--- src/logic/sft_pkg.sv ---
// How it works
// - The output line is bi-phase-mark coded, so each bit cell carries clock and data.
// - A frame is two sub-frames, one per stereo channel, sent back to back.
// - Each sub-frame opens with a preamble that marks block starts apart from other sub-frames.
// - A 4-bit auxiliary field follows the preamble, least significant bit first.
// - A 20-bit audio field follows, LSB first, making a 24-bit sample with the auxiliary field.
// - The validity bit is 1 for invalid sample data and 0 for valid data.
// - Each sub-frame holds one user bit and one channel-status bit, building blocks over 192 frames.
// - The last bit is parity, giving even parity over all bits except the preamble.
// - A block spans 192 frames and only the first 40 carry register channel-status content; user bits are sent in every frame.
// - A two-bit source select, reset 00, picks receiver, ADC, secondary or primary interface.
// - With source 00, the overwrite bit picks recovered status (0) or register status (1).
// - With the through bit set the pin carries the input-mux stream, otherwise the transmitter.
// - The transmitter power-down bit resets to 1 and disables the transmitter while set.
// - Validity is sent as 0 except with source 00, where the recovered validity is forwarded.
// - User bits are sent as 0 except with source 00, where recovered user bits are forwarded.
// - Channel status goes one bit per sub-frame, the same for both channels but the channel number.
package sft_pkg;
  // ----------------------------------------------------------------
  // Register map
  // ----------------------------------------------------------------
  localparam logic [6:0] ADDR_TX_SOURCE_CONTROL = 7'h1E;
  localparam logic [6:0] ADDR_CHAN_STATUS_1 = 7'h1F;
  localparam logic [6:0] ADDR_CHAN_STATUS_2 = 7'h20;
  localparam logic [6:0] ADDR_CHAN_STATUS_3 = 7'h21;
  localparam logic [6:0] ADDR_CHAN_STATUS_4 = 7'h22;
  localparam logic [6:0] ADDR_CHAN_STATUS_5 = 7'h23;
  localparam logic [6:0] ADDR_BLOCK_POWER_DOWN_2 = 7'h33;
  localparam int SRC_LSB = 0;
  localparam int OVW_BIT = 2;
  localparam int THROUGH_BIT = 3;
  localparam int TXPD_BIT = 4;
  localparam logic [7:0] RST_TX_SOURCE_CONTROL = 8'h00;
  localparam logic [7:0] RST_CS1 = 8'h00;
  localparam logic [7:0] RST_CS2 = 8'h00;
  localparam logic [7:0] RST_CS3 = 8'h00;
  localparam logic [7:0] RST_CS4 = 8'h31;
  localparam logic [7:0] RST_CS5 = 8'h01;
  localparam logic [7:0] RST_BLOCK_POWER_DOWN_2 = 8'h10;
  // ----------------------------------------------------------------
  // Sources and frame layout
  // ----------------------------------------------------------------
  localparam logic [1:0] SRC_RECEIVER = 2'h0;
  localparam logic [4:0] SLOT_PRE_LAST = 5'h03;
  localparam logic [4:0] SLOT_VALID = 5'h1C;
  localparam logic [4:0] SLOT_USER = 5'h1D;
  localparam logic [4:0] SLOT_CHAN = 5'h1E;
  localparam logic [4:0] SLOT_PARITY = 5'h1F;
  localparam logic [7:0] FRAME_LAST = 8'hBF;
  localparam logic [7:0] CS_FRAMES = 8'h28;
  localparam logic [7:0] PRE_BLOCK = 8'hE8;
  localparam logic [7:0] PRE_SUB1 = 8'hE2;
  localparam logic [7:0] PRE_SUB2 = 8'hE4;
  // ----------------------------------------------------------------
  // Timing: half-cell rate from the 25 MHz clock
  // ----------------------------------------------------------------
  localparam int CLOCK_HZ = 25000000;
  localparam int HALF_CELL_HZ = 6250000;
  localparam logic [3:0] HALF_DIV = 4'((CLOCK_HZ + HALF_CELL_HZ - 1) / HALF_CELL_HZ);
  typedef enum logic [1:0] {TX_OFF = 2'b00, TX_START = 2'b01, TX_RUN = 2'b11} sft_state_t;
endpackage

--- src/logic/sft_tx_top.sv ---
`timescale 1ns/10ps
`default_nettype none
module sft_tx_top import sft_pkg::*; (
  // Clock and reset
  input wire logic CLOCK,
  input wire logic RST_N,
  // Register port
  input wire logic REG_WE,
  input wire logic [6:0] REG_ADDR,
  input wire logic [7:0] REG_WDATA,
  output logic [7:0] REG_RDATA,
  // Sample sources, index 0 is sub-frame 1
  input wire logic [23:0] RX_SAMPLE_L,
  input wire logic [23:0] RX_SAMPLE_R,
  input wire logic [23:0] ADC_SAMPLE_L,
  input wire logic [23:0] ADC_SAMPLE_R,
  input wire logic [23:0] AIF2_SAMPLE_L,
  input wire logic [23:0] AIF2_SAMPLE_R,
  input wire logic [23:0] AIF1_SAMPLE_L,
  input wire logic [23:0] AIF1_SAMPLE_R,
  input wire logic [1:0] RX_VALIDITY,
  input wire logic [1:0] RX_USER,
  input wire logic [1:0] RX_CHAN_STATUS,
  // Serial line
  input wire logic IN_MUX_STREAM,
  output logic SERIAL_AUDIO_OUT_PIN
);
  // ----------------------------------------------------------------
  // Registers
  // ----------------------------------------------------------------
  logic [7:0] tx_source_control_reg, block_power_down_2_reg;
  logic [7:0] cs1_reg, cs2_reg, cs3_reg, cs4_reg, cs5_reg, rdata_reg;
  logic [1:0] tx_source_select;
  logic chan_status_overwrite, through_mode, transmitter_power_down;
  assign tx_source_select = tx_source_control_reg[SRC_LSB +: 2];
  assign chan_status_overwrite = tx_source_control_reg[OVW_BIT];
  assign through_mode = tx_source_control_reg[THROUGH_BIT];
  assign transmitter_power_down = block_power_down_2_reg[TXPD_BIT];

  // Register writes; unknown addresses are ignored
  always_ff @(posedge CLOCK or negedge RST_N) begin
    if (!RST_N) begin
      tx_source_control_reg <= RST_TX_SOURCE_CONTROL;
      block_power_down_2_reg <= RST_BLOCK_POWER_DOWN_2;
      cs1_reg <= RST_CS1;
      cs2_reg <= RST_CS2;
      cs3_reg <= RST_CS3;
      cs4_reg <= RST_CS4;
      cs5_reg <= RST_CS5;
    end else if (REG_WE) begin
      unique case (REG_ADDR)
        ADDR_TX_SOURCE_CONTROL: tx_source_control_reg <= {4'h0, REG_WDATA[3:0]};
        ADDR_BLOCK_POWER_DOWN_2: block_power_down_2_reg <= REG_WDATA & RST_BLOCK_POWER_DOWN_2;
        ADDR_CHAN_STATUS_1: cs1_reg <= REG_WDATA;
        ADDR_CHAN_STATUS_2: cs2_reg <= REG_WDATA;
        ADDR_CHAN_STATUS_3: cs3_reg <= REG_WDATA;
        ADDR_CHAN_STATUS_4: cs4_reg <= REG_WDATA;
        ADDR_CHAN_STATUS_5: cs5_reg <= REG_WDATA;
        default: ;
      endcase
    end
  end

  // Read-back, one cycle after the address
  always_ff @(posedge CLOCK or negedge RST_N) begin
    if (!RST_N) begin
      rdata_reg <= 8'h00;
    end else begin
      unique case (REG_ADDR)
        ADDR_TX_SOURCE_CONTROL: rdata_reg <= tx_source_control_reg;
        ADDR_BLOCK_POWER_DOWN_2: rdata_reg <= block_power_down_2_reg;
        ADDR_CHAN_STATUS_1: rdata_reg <= cs1_reg;
        ADDR_CHAN_STATUS_2: rdata_reg <= cs2_reg;
        ADDR_CHAN_STATUS_3: rdata_reg <= cs3_reg;
        ADDR_CHAN_STATUS_4: rdata_reg <= cs4_reg;
        ADDR_CHAN_STATUS_5: rdata_reg <= cs5_reg;
        default: rdata_reg <= 8'h00;
      endcase
    end
  end
  assign REG_RDATA = rdata_reg;

  // ----------------------------------------------------------------
  // Power state and half-cell divider
  // ----------------------------------------------------------------
  sft_state_t state_reg;
  logic [3:0] div_reg;
  logic en_reg, run;
  assign run = (state_reg == TX_RUN);

  always_ff @(posedge CLOCK or negedge RST_N) begin
    if (!RST_N) begin
      state_reg <= TX_OFF;
    end else if (transmitter_power_down) begin
      state_reg <= TX_OFF;
    end else begin
      unique case (state_reg)
        TX_OFF: state_reg <= TX_START;
        TX_START: state_reg <= TX_RUN;
        TX_RUN: state_reg <= TX_RUN;
        default: state_reg <= TX_OFF;
      endcase
    end
  end

  // One-cycle enable per half cell
  always_ff @(posedge CLOCK or negedge RST_N) begin
    if (!RST_N) begin
      div_reg <= 4'h0;
      en_reg <= 1'b0;
    end else if (!run) begin
      div_reg <= 4'h0;
      en_reg <= 1'b0;
    end else begin
      en_reg <= (div_reg == HALF_DIV - 4'h1);
      div_reg <= (div_reg == HALF_DIV - 4'h1) ? 4'h0 : div_reg + 4'h1;
    end
  end

  // ----------------------------------------------------------------
  // Frame position: slot, half, sub-frame, frame in block
  // ----------------------------------------------------------------
  logic [4:0] slot_reg;
  logic half_reg, sub_reg;
  logic [7:0] frame_reg;

  // two sub-frames per frame; 192-frame block
  always_ff @(posedge CLOCK or negedge RST_N) begin
    if (!RST_N) begin
      slot_reg <= 5'h00;
      half_reg <= 1'b0;
      sub_reg <= 1'b0;
      frame_reg <= 8'h00;
    end else if (!run) begin
      slot_reg <= 5'h00;
      half_reg <= 1'b0;
      sub_reg <= 1'b0;
      frame_reg <= 8'h00;
    end else if (en_reg) begin
      half_reg <= ~half_reg;
      if (half_reg) begin
        slot_reg <= slot_reg + 5'h01;
        if (slot_reg == SLOT_PARITY) begin
          sub_reg <= ~sub_reg;
          if (sub_reg) begin
            frame_reg <= (frame_reg == FRAME_LAST) ? 8'h00 : frame_reg + 8'h01;
          end
        end
      end
    end
  end

  // ----------------------------------------------------------------
  // Sample and status selection
  // ----------------------------------------------------------------
  // Maps a two-bit channel-number field to status bits 23:20
  function automatic logic [3:0] chan_num(input logic [1:0] code);
    chan_num = (code == 2'h1) ? 4'h1 : ((code == 2'h2) ? 4'h2 : 4'h0);
  endfunction

  logic [39:0] cs_vec;
  logic [23:0] sample;
  logic v_bit, u_bit, c_bit, reg_c_bit;
  logic [23:0] sample_reg;
  logic v_reg, u_reg, c_reg;

  // same status for both channels except the channel number
  assign cs_vec = {cs5_reg, cs4_reg,
                   sub_reg ? chan_num(cs3_reg[7:6]) : chan_num(cs3_reg[5:4]),
                   cs3_reg[3:0], cs2_reg, cs1_reg};
  // content only in the first 40 frames
  assign reg_c_bit = (frame_reg < CS_FRAMES) ? cs_vec[frame_reg[5:0]] : 1'b0;

  always_comb begin
    unique case (tx_source_select)
      2'h0: sample = sub_reg ? RX_SAMPLE_R : RX_SAMPLE_L;
      2'h1: sample = sub_reg ? ADC_SAMPLE_R : ADC_SAMPLE_L;
      2'h2: sample = sub_reg ? AIF2_SAMPLE_R : AIF2_SAMPLE_L;
      2'h3: sample = sub_reg ? AIF1_SAMPLE_R : AIF1_SAMPLE_L;
    endcase
  end

  // validity; user; status overwrite; V polarity, one U and C bit
  assign v_bit = (tx_source_select == SRC_RECEIVER) ? RX_VALIDITY[sub_reg] : 1'b0;
  assign u_bit = (tx_source_select == SRC_RECEIVER) ? RX_USER[sub_reg] : 1'b0;
  assign c_bit = (tx_source_select == SRC_RECEIVER && !chan_status_overwrite) ?
                 RX_CHAN_STATUS[sub_reg] : reg_c_bit;

  // Latch the sub-frame payload during the preamble so a source change mid-word cannot tear it
  always_ff @(posedge CLOCK or negedge RST_N) begin
    if (!RST_N) begin
      sample_reg <= 24'h000000;
      v_reg <= 1'b0;
      u_reg <= 1'b0;
      c_reg <= 1'b0;
    end else if (en_reg && slot_reg == 5'h00 && !half_reg) begin
      sample_reg <= sample;
      v_reg <= v_bit;
      u_reg <= u_bit;
      c_reg <= c_bit;
    end
  end

  // ----------------------------------------------------------------
  // Bit selection, parity and bi-phase-mark coding
  // ----------------------------------------------------------------
  logic [7:0] pre_pat;
  logic [2:0] pre_idx;
  logic cur_bit, lvl, line_reg, pre_lvl_reg, par_reg;

  // block-start pattern only for sub-frame 1 of frame 0
  assign pre_pat = sub_reg ? PRE_SUB2 : ((frame_reg == 8'h00) ? PRE_BLOCK : PRE_SUB1);
  assign pre_idx = 3'h7 - {slot_reg[1:0], half_reg};

  always_comb begin
    if (slot_reg == SLOT_PARITY) begin
      cur_bit = par_reg;
    end else if (slot_reg == SLOT_CHAN) begin
      cur_bit = c_reg;
    end else if (slot_reg == SLOT_USER) begin
      cur_bit = u_reg;
    end else if (slot_reg == SLOT_VALID) begin
      cur_bit = v_reg;
    end else if (slot_reg > SLOT_PRE_LAST) begin
      cur_bit = sample_reg[slot_reg - 5'h04];
    end else begin
      cur_bit = 1'b0;
    end
  end

  // bi-phase-mark levels; preambles are relative to the previous level
  always_comb begin
    if (slot_reg <= SLOT_PRE_LAST) begin
      lvl = pre_pat[pre_idx] ^ pre_lvl_reg;
    end else if (!half_reg) begin
      lvl = ~line_reg;
    end else begin
      lvl = cur_bit ? ~line_reg : line_reg;
    end
  end

  // Line level and level at sub-frame end
  always_ff @(posedge CLOCK or negedge RST_N) begin
    if (!RST_N) begin
      line_reg <= 1'b0;
      pre_lvl_reg <= 1'b0;
    end else if (!run) begin
      line_reg <= 1'b0;
      pre_lvl_reg <= 1'b0;
    end else if (en_reg) begin
      line_reg <= lvl;
      if (slot_reg == SLOT_PARITY && half_reg) begin
        pre_lvl_reg <= lvl;
      end
    end
  end

  // running parity over slots 4 to 30; cleared after the parity cell has used it and while not running
  always_ff @(posedge CLOCK or negedge RST_N) begin
    if (!RST_N) begin
      par_reg <= 1'b0;
    end else if (!run || (en_reg && slot_reg == SLOT_PARITY && half_reg)) begin
      par_reg <= 1'b0;
    end else if (en_reg && !half_reg && slot_reg > SLOT_PRE_LAST && slot_reg != SLOT_PARITY) begin
      par_reg <= par_reg ^ cur_bit;
    end
  end

  // ----------------------------------------------------------------
  // Through mode and output pin
  // ----------------------------------------------------------------
  logic mux_s1_reg, mux_s2_reg, out_reg;

  // Two-flop synchroniser for the input-mux stream
  always_ff @(posedge CLOCK or negedge RST_N) begin
    if (!RST_N) begin
      mux_s1_reg <= 1'b0;
      mux_s2_reg <= 1'b0;
    end else begin
      mux_s1_reg <= IN_MUX_STREAM;
      mux_s2_reg <= mux_s1_reg;
    end
  end

  // through bypass; otherwise idle low while powered down
  always_ff @(posedge CLOCK or negedge RST_N) begin
    if (!RST_N) begin
      out_reg <= 1'b0;
    end else begin
      out_reg <= through_mode ? mux_s2_reg : (run & line_reg);
    end
  end
  assign SERIAL_AUDIO_OUT_PIN = out_reg;

  // ----------------------------------------------------------------
  // Assertions
  // ----------------------------------------------------------------
  property p_cell_edge;
    @(posedge CLOCK) disable iff (!RST_N)
    en_reg && run && slot_reg > SLOT_PRE_LAST && !half_reg |=> line_reg != $past(line_reg);
  endproperty
  a_cell_edge: assert property (p_cell_edge) else $error("no edge at cell start");

  property p_mid_zero;
    @(posedge CLOCK) disable iff (!RST_N)
    en_reg && run && slot_reg > SLOT_PRE_LAST && half_reg && !cur_bit |=> $stable(line_reg);
  endproperty
  a_mid_zero: assert property (p_mid_zero) else $error("zero bit has mid edge");

  property p_sub_turn;
    @(posedge CLOCK) disable iff (!RST_N)
    en_reg && run && slot_reg == SLOT_PARITY && half_reg |=> sub_reg != $past(sub_reg);
  endproperty
  a_sub_turn: assert property (p_sub_turn) else $error("sub-frame did not turn");

  property p_block_wrap;
    @(posedge CLOCK) disable iff (!RST_N)
    en_reg && run && half_reg && slot_reg == SLOT_PARITY && sub_reg && frame_reg == FRAME_LAST
    |=> frame_reg == 8'h00;
  endproperty
  a_block_wrap: assert property (p_block_wrap) else $error("block did not wrap at 192");

  property p_valid_zero;
    @(posedge CLOCK) disable iff (!RST_N)
    en_reg && slot_reg == 5'h00 && !half_reg && tx_source_select != SRC_RECEIVER |=> !v_reg;
  endproperty
  a_valid_zero: assert property (p_valid_zero) else $error("validity not zero");

  property p_user_zero;
    @(posedge CLOCK) disable iff (!RST_N)
    en_reg && slot_reg == 5'h00 && !half_reg && tx_source_select != SRC_RECEIVER |=> !u_reg;
  endproperty
  a_user_zero: assert property (p_user_zero) else $error("user bit not zero");

  property p_power_down;
    @(posedge CLOCK) disable iff (!RST_N)
    transmitter_power_down && !through_mode ##1 !through_mode |=> ##1 !SERIAL_AUDIO_OUT_PIN;
  endproperty
  a_power_down: assert property (p_power_down) else $error("line active while down");

  property p_through;
    @(posedge CLOCK) disable iff (!RST_N)
    through_mode |=> SERIAL_AUDIO_OUT_PIN == $past(mux_s2_reg);
  endproperty
  a_through: assert property (p_through) else $error("through path broken");

  c_block: cover property (@(posedge CLOCK) disable iff (!RST_N) run && frame_reg == FRAME_LAST);
  c_through: cover property (@(posedge CLOCK) disable iff (!RST_N) through_mode);
  c_ovw: cover property (@(posedge CLOCK) disable iff (!RST_N) run && chan_status_overwrite);
endmodule
`default_nettype wire

--- config.mk ---
export PLATFORM = sky130hd
export DESIGN_NAME = sft_tx_top
export DESIGN_NICKNAME = d
export VERILOG_FILES = /design/src/logic/sft_pkg.sv /design/src/logic/sft_tx_top.sv
export SDC_FILE = /design/constraint.sdc
export NUM_CORES = 1
export LEC_CHECK = 0
export ABC_AREA = 1
export BUFFER_PORTS_ARGS = -buffer_cell sky130_fd_sc_hd__buf_4
export CAP_MARGIN = 5
export CORE_MARGIN = 3
export CORE_UTILIZATION = 47
export DETAILED_ROUTE_END_ITERATION = 16
export HOLD_SLACK_MARGIN = 0.15
export PLACE_DENSITY = 0.88
export SLEW_MARGIN = 40
export SYNTH_ARGS = -nofsm -noshare
export SYNTH_HDL_FRONTEND = slang
export SYNTH_SLANG_ARGS = --single-unit
export TNS_END_PERCENT = 30
--- constraint.sdc ---
create_clock -name CLOCK -period 2.1 [get_ports CLOCK]
set_clock_uncertainty 0.2 [all_clocks]
set_input_delay 0.315 -clock CLOCK [delete_from_list [all_inputs] [get_ports CLOCK]]
set_output_delay 0.315 -clock CLOCK [all_outputs]
set_load 0.1 [all_outputs]
* After elaboration in Yosys (flattened, before gate mapping) *
Cells that the tools add are included.

word-level totals
  register bits after elaboration = 108
  bits of input ports = 217
  logic and storage cells = 166

cells by class
  add/subtract/negate cells = 5
  magnitude comparators = 7
  equality and inequality tests = 28
  muxes and demuxes = 65
  bitwise gates (word level) = 6
  reductions and logical operators = 30

operators with widths
  cell                                                                           number
  24-bit 2-to-1 mux                                                              4
  24-bit case mux with 4 select lines                                            1
  8-bit case mux with 7 select lines                                             1
  8-bit 2-to-1 mux                                                               6
  1-bit 2-to-1 mux                                                               36
  7-bit by 6-bit == test with 1-bit output (second input constant)               5
  5-bit == test (second input constant)                                          4
  2-bit AND reduction                                                            9
  4-bit 2-to-1 mux                                                               4
  5-bit 2-to-1 mux                                                               3
  7-bit by 5-bit == test with 1-bit output (second input constant)               2
  2-bit 2-to-1 mux                                                               6
  2-bit == test (second input constant)                                          5
  1-bit logical AND                                                              9
  8-bit by 1-bit adder with 8-bit output (second input constant)                 1
  2-bit by 1-bit == test with 1-bit output (second input constant)               4
  8-bit == test (second input constant)                                          1
  8-bit logical NOT                                                              1
  8-bit by 6-bit less-than comparator with 1-bit output (second input constant)  1
  2-bit by 1-bit inequality test with 1-bit output (second input constant)       4
  6-bit by 7-bit less-than comparator with 1-bit output (second input constant)  1
  1-bit binary-select mux with 6-bit select                                      1
  5-bit by 6-bit less-than comparator with 1-bit output (second input constant)  1
  5-bit by 1-bit adder with 5-bit output (second input constant)                 1
  other kinds (24)                                                               30

* Logic depth before layout (Yosys ltp) *
  word-level depth = 14
  mapped depth = 18

* Worst setup path before layout *
OpenSTA, ideal clock, no wires.

  path kind = reg-to-reg
  start = register slot_reg[2]
  end = register frame_reg[5]
  arrival = 1.889 ns
  data required time = 1.789 ns
  setup slack = -0.100 ns
  stages on the path, launching flop included = 13
  buffers on the path = 0
  clock period less this slack = 2.200 ns
  cells stage by stage = dfrtp_1 > ha_1 > nand2_1 > inv_1 > ha_1 > inv_1 > o21ai_2 > inv_2 > a21oi_4 > inv_2 > nor3_2 > inv_2 > a2111oi_2

on the way
  cells in the longest elaborated chain, start to end = 3

RTL lines
  what                                                               line               text
  from (decl)                                                        sft_tx_top.sv:123  logic [4:0] slot_reg;
  from (signal assigned)                                             sft_tx_top.sv:142  slot_reg <= slot_reg + 5'h01;
  5-bit == test                                                      sft_tx_top.sv:143  if (slot_reg == SLOT_PARITY) begin
  2-bit by 1-bit inequality test with 1-bit output (no source line)  n/a
  4-bit AND reduction (no source line)                               n/a
  to (signal assigned)                                               sft_tx_top.sv:146  frame_reg <= (frame_reg == FRAME_LAST) ? 8'h00 : frame_reg + 8'h01;
  to (decl)                                                          sft_tx_top.sv:125  logic [7:0] frame_reg;

No other way between the ends.
A chain may end at the register's enable or synchronous reset.

* Worst setup path after layout *
  start = register slot_reg[0]
  end = register frame_reg[7]

Same word-level chain as after synthesis.

==> results_dict.tcl <==
set metrics [dict create \
    viasPerCell 5.66 \
    grt_start_max_net_pins 45 \
    cts_tree "built" \
    synth.distinct_cells 45 \
    netlist_area_um2 6900 \
    timing.fmax_mhz 447 \
    grt_pass1_wl_um 36900 \
    final_antenna_net_count 0 \
    period_share_pct 107 \
    cpLargestDelayFamily "simple AND/OR/NAND/NOR gates" \
    finalHoldViolCount 0 \
    antenna_found_initial 0 \
    final_layout_size_suffix_gt1_share_pct 28.6 \
    rows 43 \
    via_count 7923 \
    whs_ns 0.163 \
    ff2ff_path_depth 13 \
    fin_crit_ns 2.24 \
    synth.yosys.warnings 0 \
    die_h_um 127 \
    dieArea_um2 16200 \
    cp.arrival_ns 2.26 \
    h-tree-depth 3 \
    layout.cells.non_filler 1399 \
    crit_chain "ha_1, nand2_2, inv_2, ha_4, inv_2, o21ai_2, inv_2, a21oi_4, inv_2, nor3_2, inv_2, nor4_1, nor3_1" \
    drc_errors 0 \
    rrSetupSlack_ns -0.14 \
    crit_buf_inv 5 \
    ir_worst_vdd_mv 0.573 \
    coreArea_um2 14100 \
    clock_latency_ns 0.35 \
    p_sw_uw 1350 \
    crit_fanout 4 \
    critPathKind "flop to flop" \
    largest_reg_flops 24 \
    setup_violations 8 \
    maxSlewViolCount 0 \
    pwr-share-comb_pct 20.7 \
    ys_seq_area_share_pct 39.3 \
    gp_congestion 0.972 \
    required_ns 2.12 \
    wl_per_cell_um 17.3 \
    critPathMaxStageDelay_ns 0.41 \
    endpoint_kind "flop" \
    worst_path_max_delay_cell "dfrtp_1" \
    die_width_um 127 \
    hold_start "mux_s1_reg" \
    netlist_instances 953 \
    synth-seq-cells 108 \
    dr.pass1.iters 6 \
    switching_share_pct 27.6 \
    setup_ws_ns -0.139 \
    cts-root-buf "clkbuf_16" \
    dp.final_hpwl_um 18000 \
    final_nets 1442 \
    grt_pass1_vias 7498 \
    leakagePower_uw 0.00461 \
    whs_path_depth 0 \
    critPathLaunchType "flop" \
    cts_buffer_depth 2 \
    area_growth_syn_to_layout_pct 41.4 \
    drt_iter0_markers 770 \
    grt_overflow 0 \
    ios 226 \
    clock-sinks 108 \
    io_buffers 225 \
    slew_headroom_pct 71.5 \
    diodes 0 \
    power.share.clock_pct 32.6 \
    cts-buffers-inserted 9 \
    violations "setup timing" \
    synth.avg_cell_area_um2 7.24 \
    holdCritPathClass "flop to flop" \
    worstMarginPinSlew_ns 0.427 \
    placed_cells 1363 \
    grt_usage_pct 28.1 \
    syn-num-nets 1181 \
    crit_top_cell "inv_2" \
    worstReg2RegEnd "frame_reg[7]" \
    drt-total-wl_um 24200 \
    maxCapViolations 0 \
    outcome "finished with violations" \
    p_seq_share_pct 46.7 \
    clk_pin_slew_ns 0.07 \
    start_util_pct 48.9 \
    rsz0062_at_grt "true" \
    r2r_start "slot_reg[0]" \
    p_int_uw 3540 \
    worstHoldEndpoint "mux_s2_reg" \
    p_per_area_nw_per_um2 501 \
]
[Yosys cell counts (all sizes together)]
library cell  count  share of area [%]
nor4             22                2.0
inv              97                5.3
o21a              2               0.22
dfrtp           103                 37
o221ai            4               0.51
a22o              1               0.13
nor3             14                1.2
or2               1              0.091
a21oi            95                7.1
nand2           230                 13
o32ai            24                3.0
mux2i            24                3.5
nor2            102                5.8
o22ai             5               0.45
nand3            38                2.8
o211ai            4               0.51
ha               11                2.0
a2111oi           1               0.22
a21boi            1               0.11
nand4             8               0.73
o31ai             3               0.33
o21ai            91                6.7
a221oi            7               0.89
dfstp             5                1.9
o2111ai           2               0.25
buf              22                1.9
xnor2             2               0.25
clkbuf           27                1.5
o21bai            1               0.11
o311ai            2               0.25
xor2              3               0.38
and3              1              0.091
[worst register-to-register path, delay by kind of cell (launching register included)]
| kind | cells | cell delay, ns |
|---|---|---|
| DFF | 1 | 0.41 |
| and+or+nand+nor | 4 | 0.51 |
| AOI/OAI and AO/OA | 2 | 0.30 |
| adders and majority gates | 2 | 0.35 |
| buffers and inverters | 5 | 0.34 |
[area by class of cell]
| class | count | area (um^2) |
|---|---|---|
| Multi-Input combinational cell | 699 | 3730 |
| Timing Repair Buffer | 299 | 2440 |
| Fill cell | 1103 | 4350 |
| Tap cell | 180 | 225 |
| Inverter | 97 | 369 |
| Clock buffer | 12 | 246 |
| Sequential cell | 108 | 2710 |
| Clock inverter | 4 | 26.3 |
[routing by layer]
layer	part of all wire, %	track usage [%]	vias to the layer above
li1	-	-	3750
met5	0	0	-
met2	50	50.2	416
met1	38	33.9	3666
met4	4.0	10.8	0
met3	7.8	4.89	91
[worst max-delay path by stage]
stage / end / slack [ns] / startpoint / depth (start not counted)
floorplan: frame_reg[5] / -0.07 / slot_reg[2] / 12
global placement: frame_reg[5] / 0.03 / slot_reg[0] / 12
detailed placement: frame_reg[7] / -0.04 / slot_reg[0] / 14
CTS: sample_reg[22] / -0.06 / slot_reg[1] / 7
global route: frame_reg[7] / -0.26 / slot_reg[0] / 13
finish: frame_reg[7] / -0.14 / slot_reg[0] / 13
[cells in the final DEF (no fill, tap or decap), types with 24 or more instances in the layout]
cell / count
buf_4: 272
nand2_1: 226
dfrtp_1: 102
nor2_1: 98
a21oi_1: 91
inv_1: 85
o21ai_0: 85
nand3_1: 37
mux2i_1: 24
o32ai_1: 24
[cells by family (layout without fill, tap and decap cells)]
group	count (synthesis)	count (layout)	synth area share, %
flops	108	108	39.3
compound gates	243	243	20.7
buf+inv	146	412	8.60
fa+ha+maj	11	11	2.00
xor+xnor	5	5	0.635
mux	24	24	3.48
simple gates	416	416	25.3
[power groups by stage]
stage	combinational, uW	sequential, uW	clock (uW)
finish	1010	2280	1590
global route	1100	2290	1700
CTS	990	2280	1600
floorplan	394	2320	0
detailed placement	964	2320	0
global placement	947	2310	0
[repair_timing]
action / CTS / global route
hold endpoints to repair: 146 / 0
buffers inserted: 0 / 5
setup endpoints to repair: 9 / 23
hold buffers: 14 / 0
gates resized for setup: 1 / 34
pin swaps: 0 / 3
cloned: 0 / 1
[through the flow]
stage          setup slack, ns  utilization, %  cell area (um^2)  TNS [ns]  power [uW]
3_3_place_gp            0.0280            64.8              9130         0        3260
5_1_grt                 -0.256            69.2              9750     -1.76        5090
3_5_place_dp           -0.0390            64.8              9130   -0.0659        3280
4_1_cts                -0.0601            67.7              9550    -0.289        4860
6_report                -0.139            69.2              9750    -0.397        4890
2_1_floorplan          -0.0718               -              6900    -0.139        2710
Power figures use the tool's default switching activity.
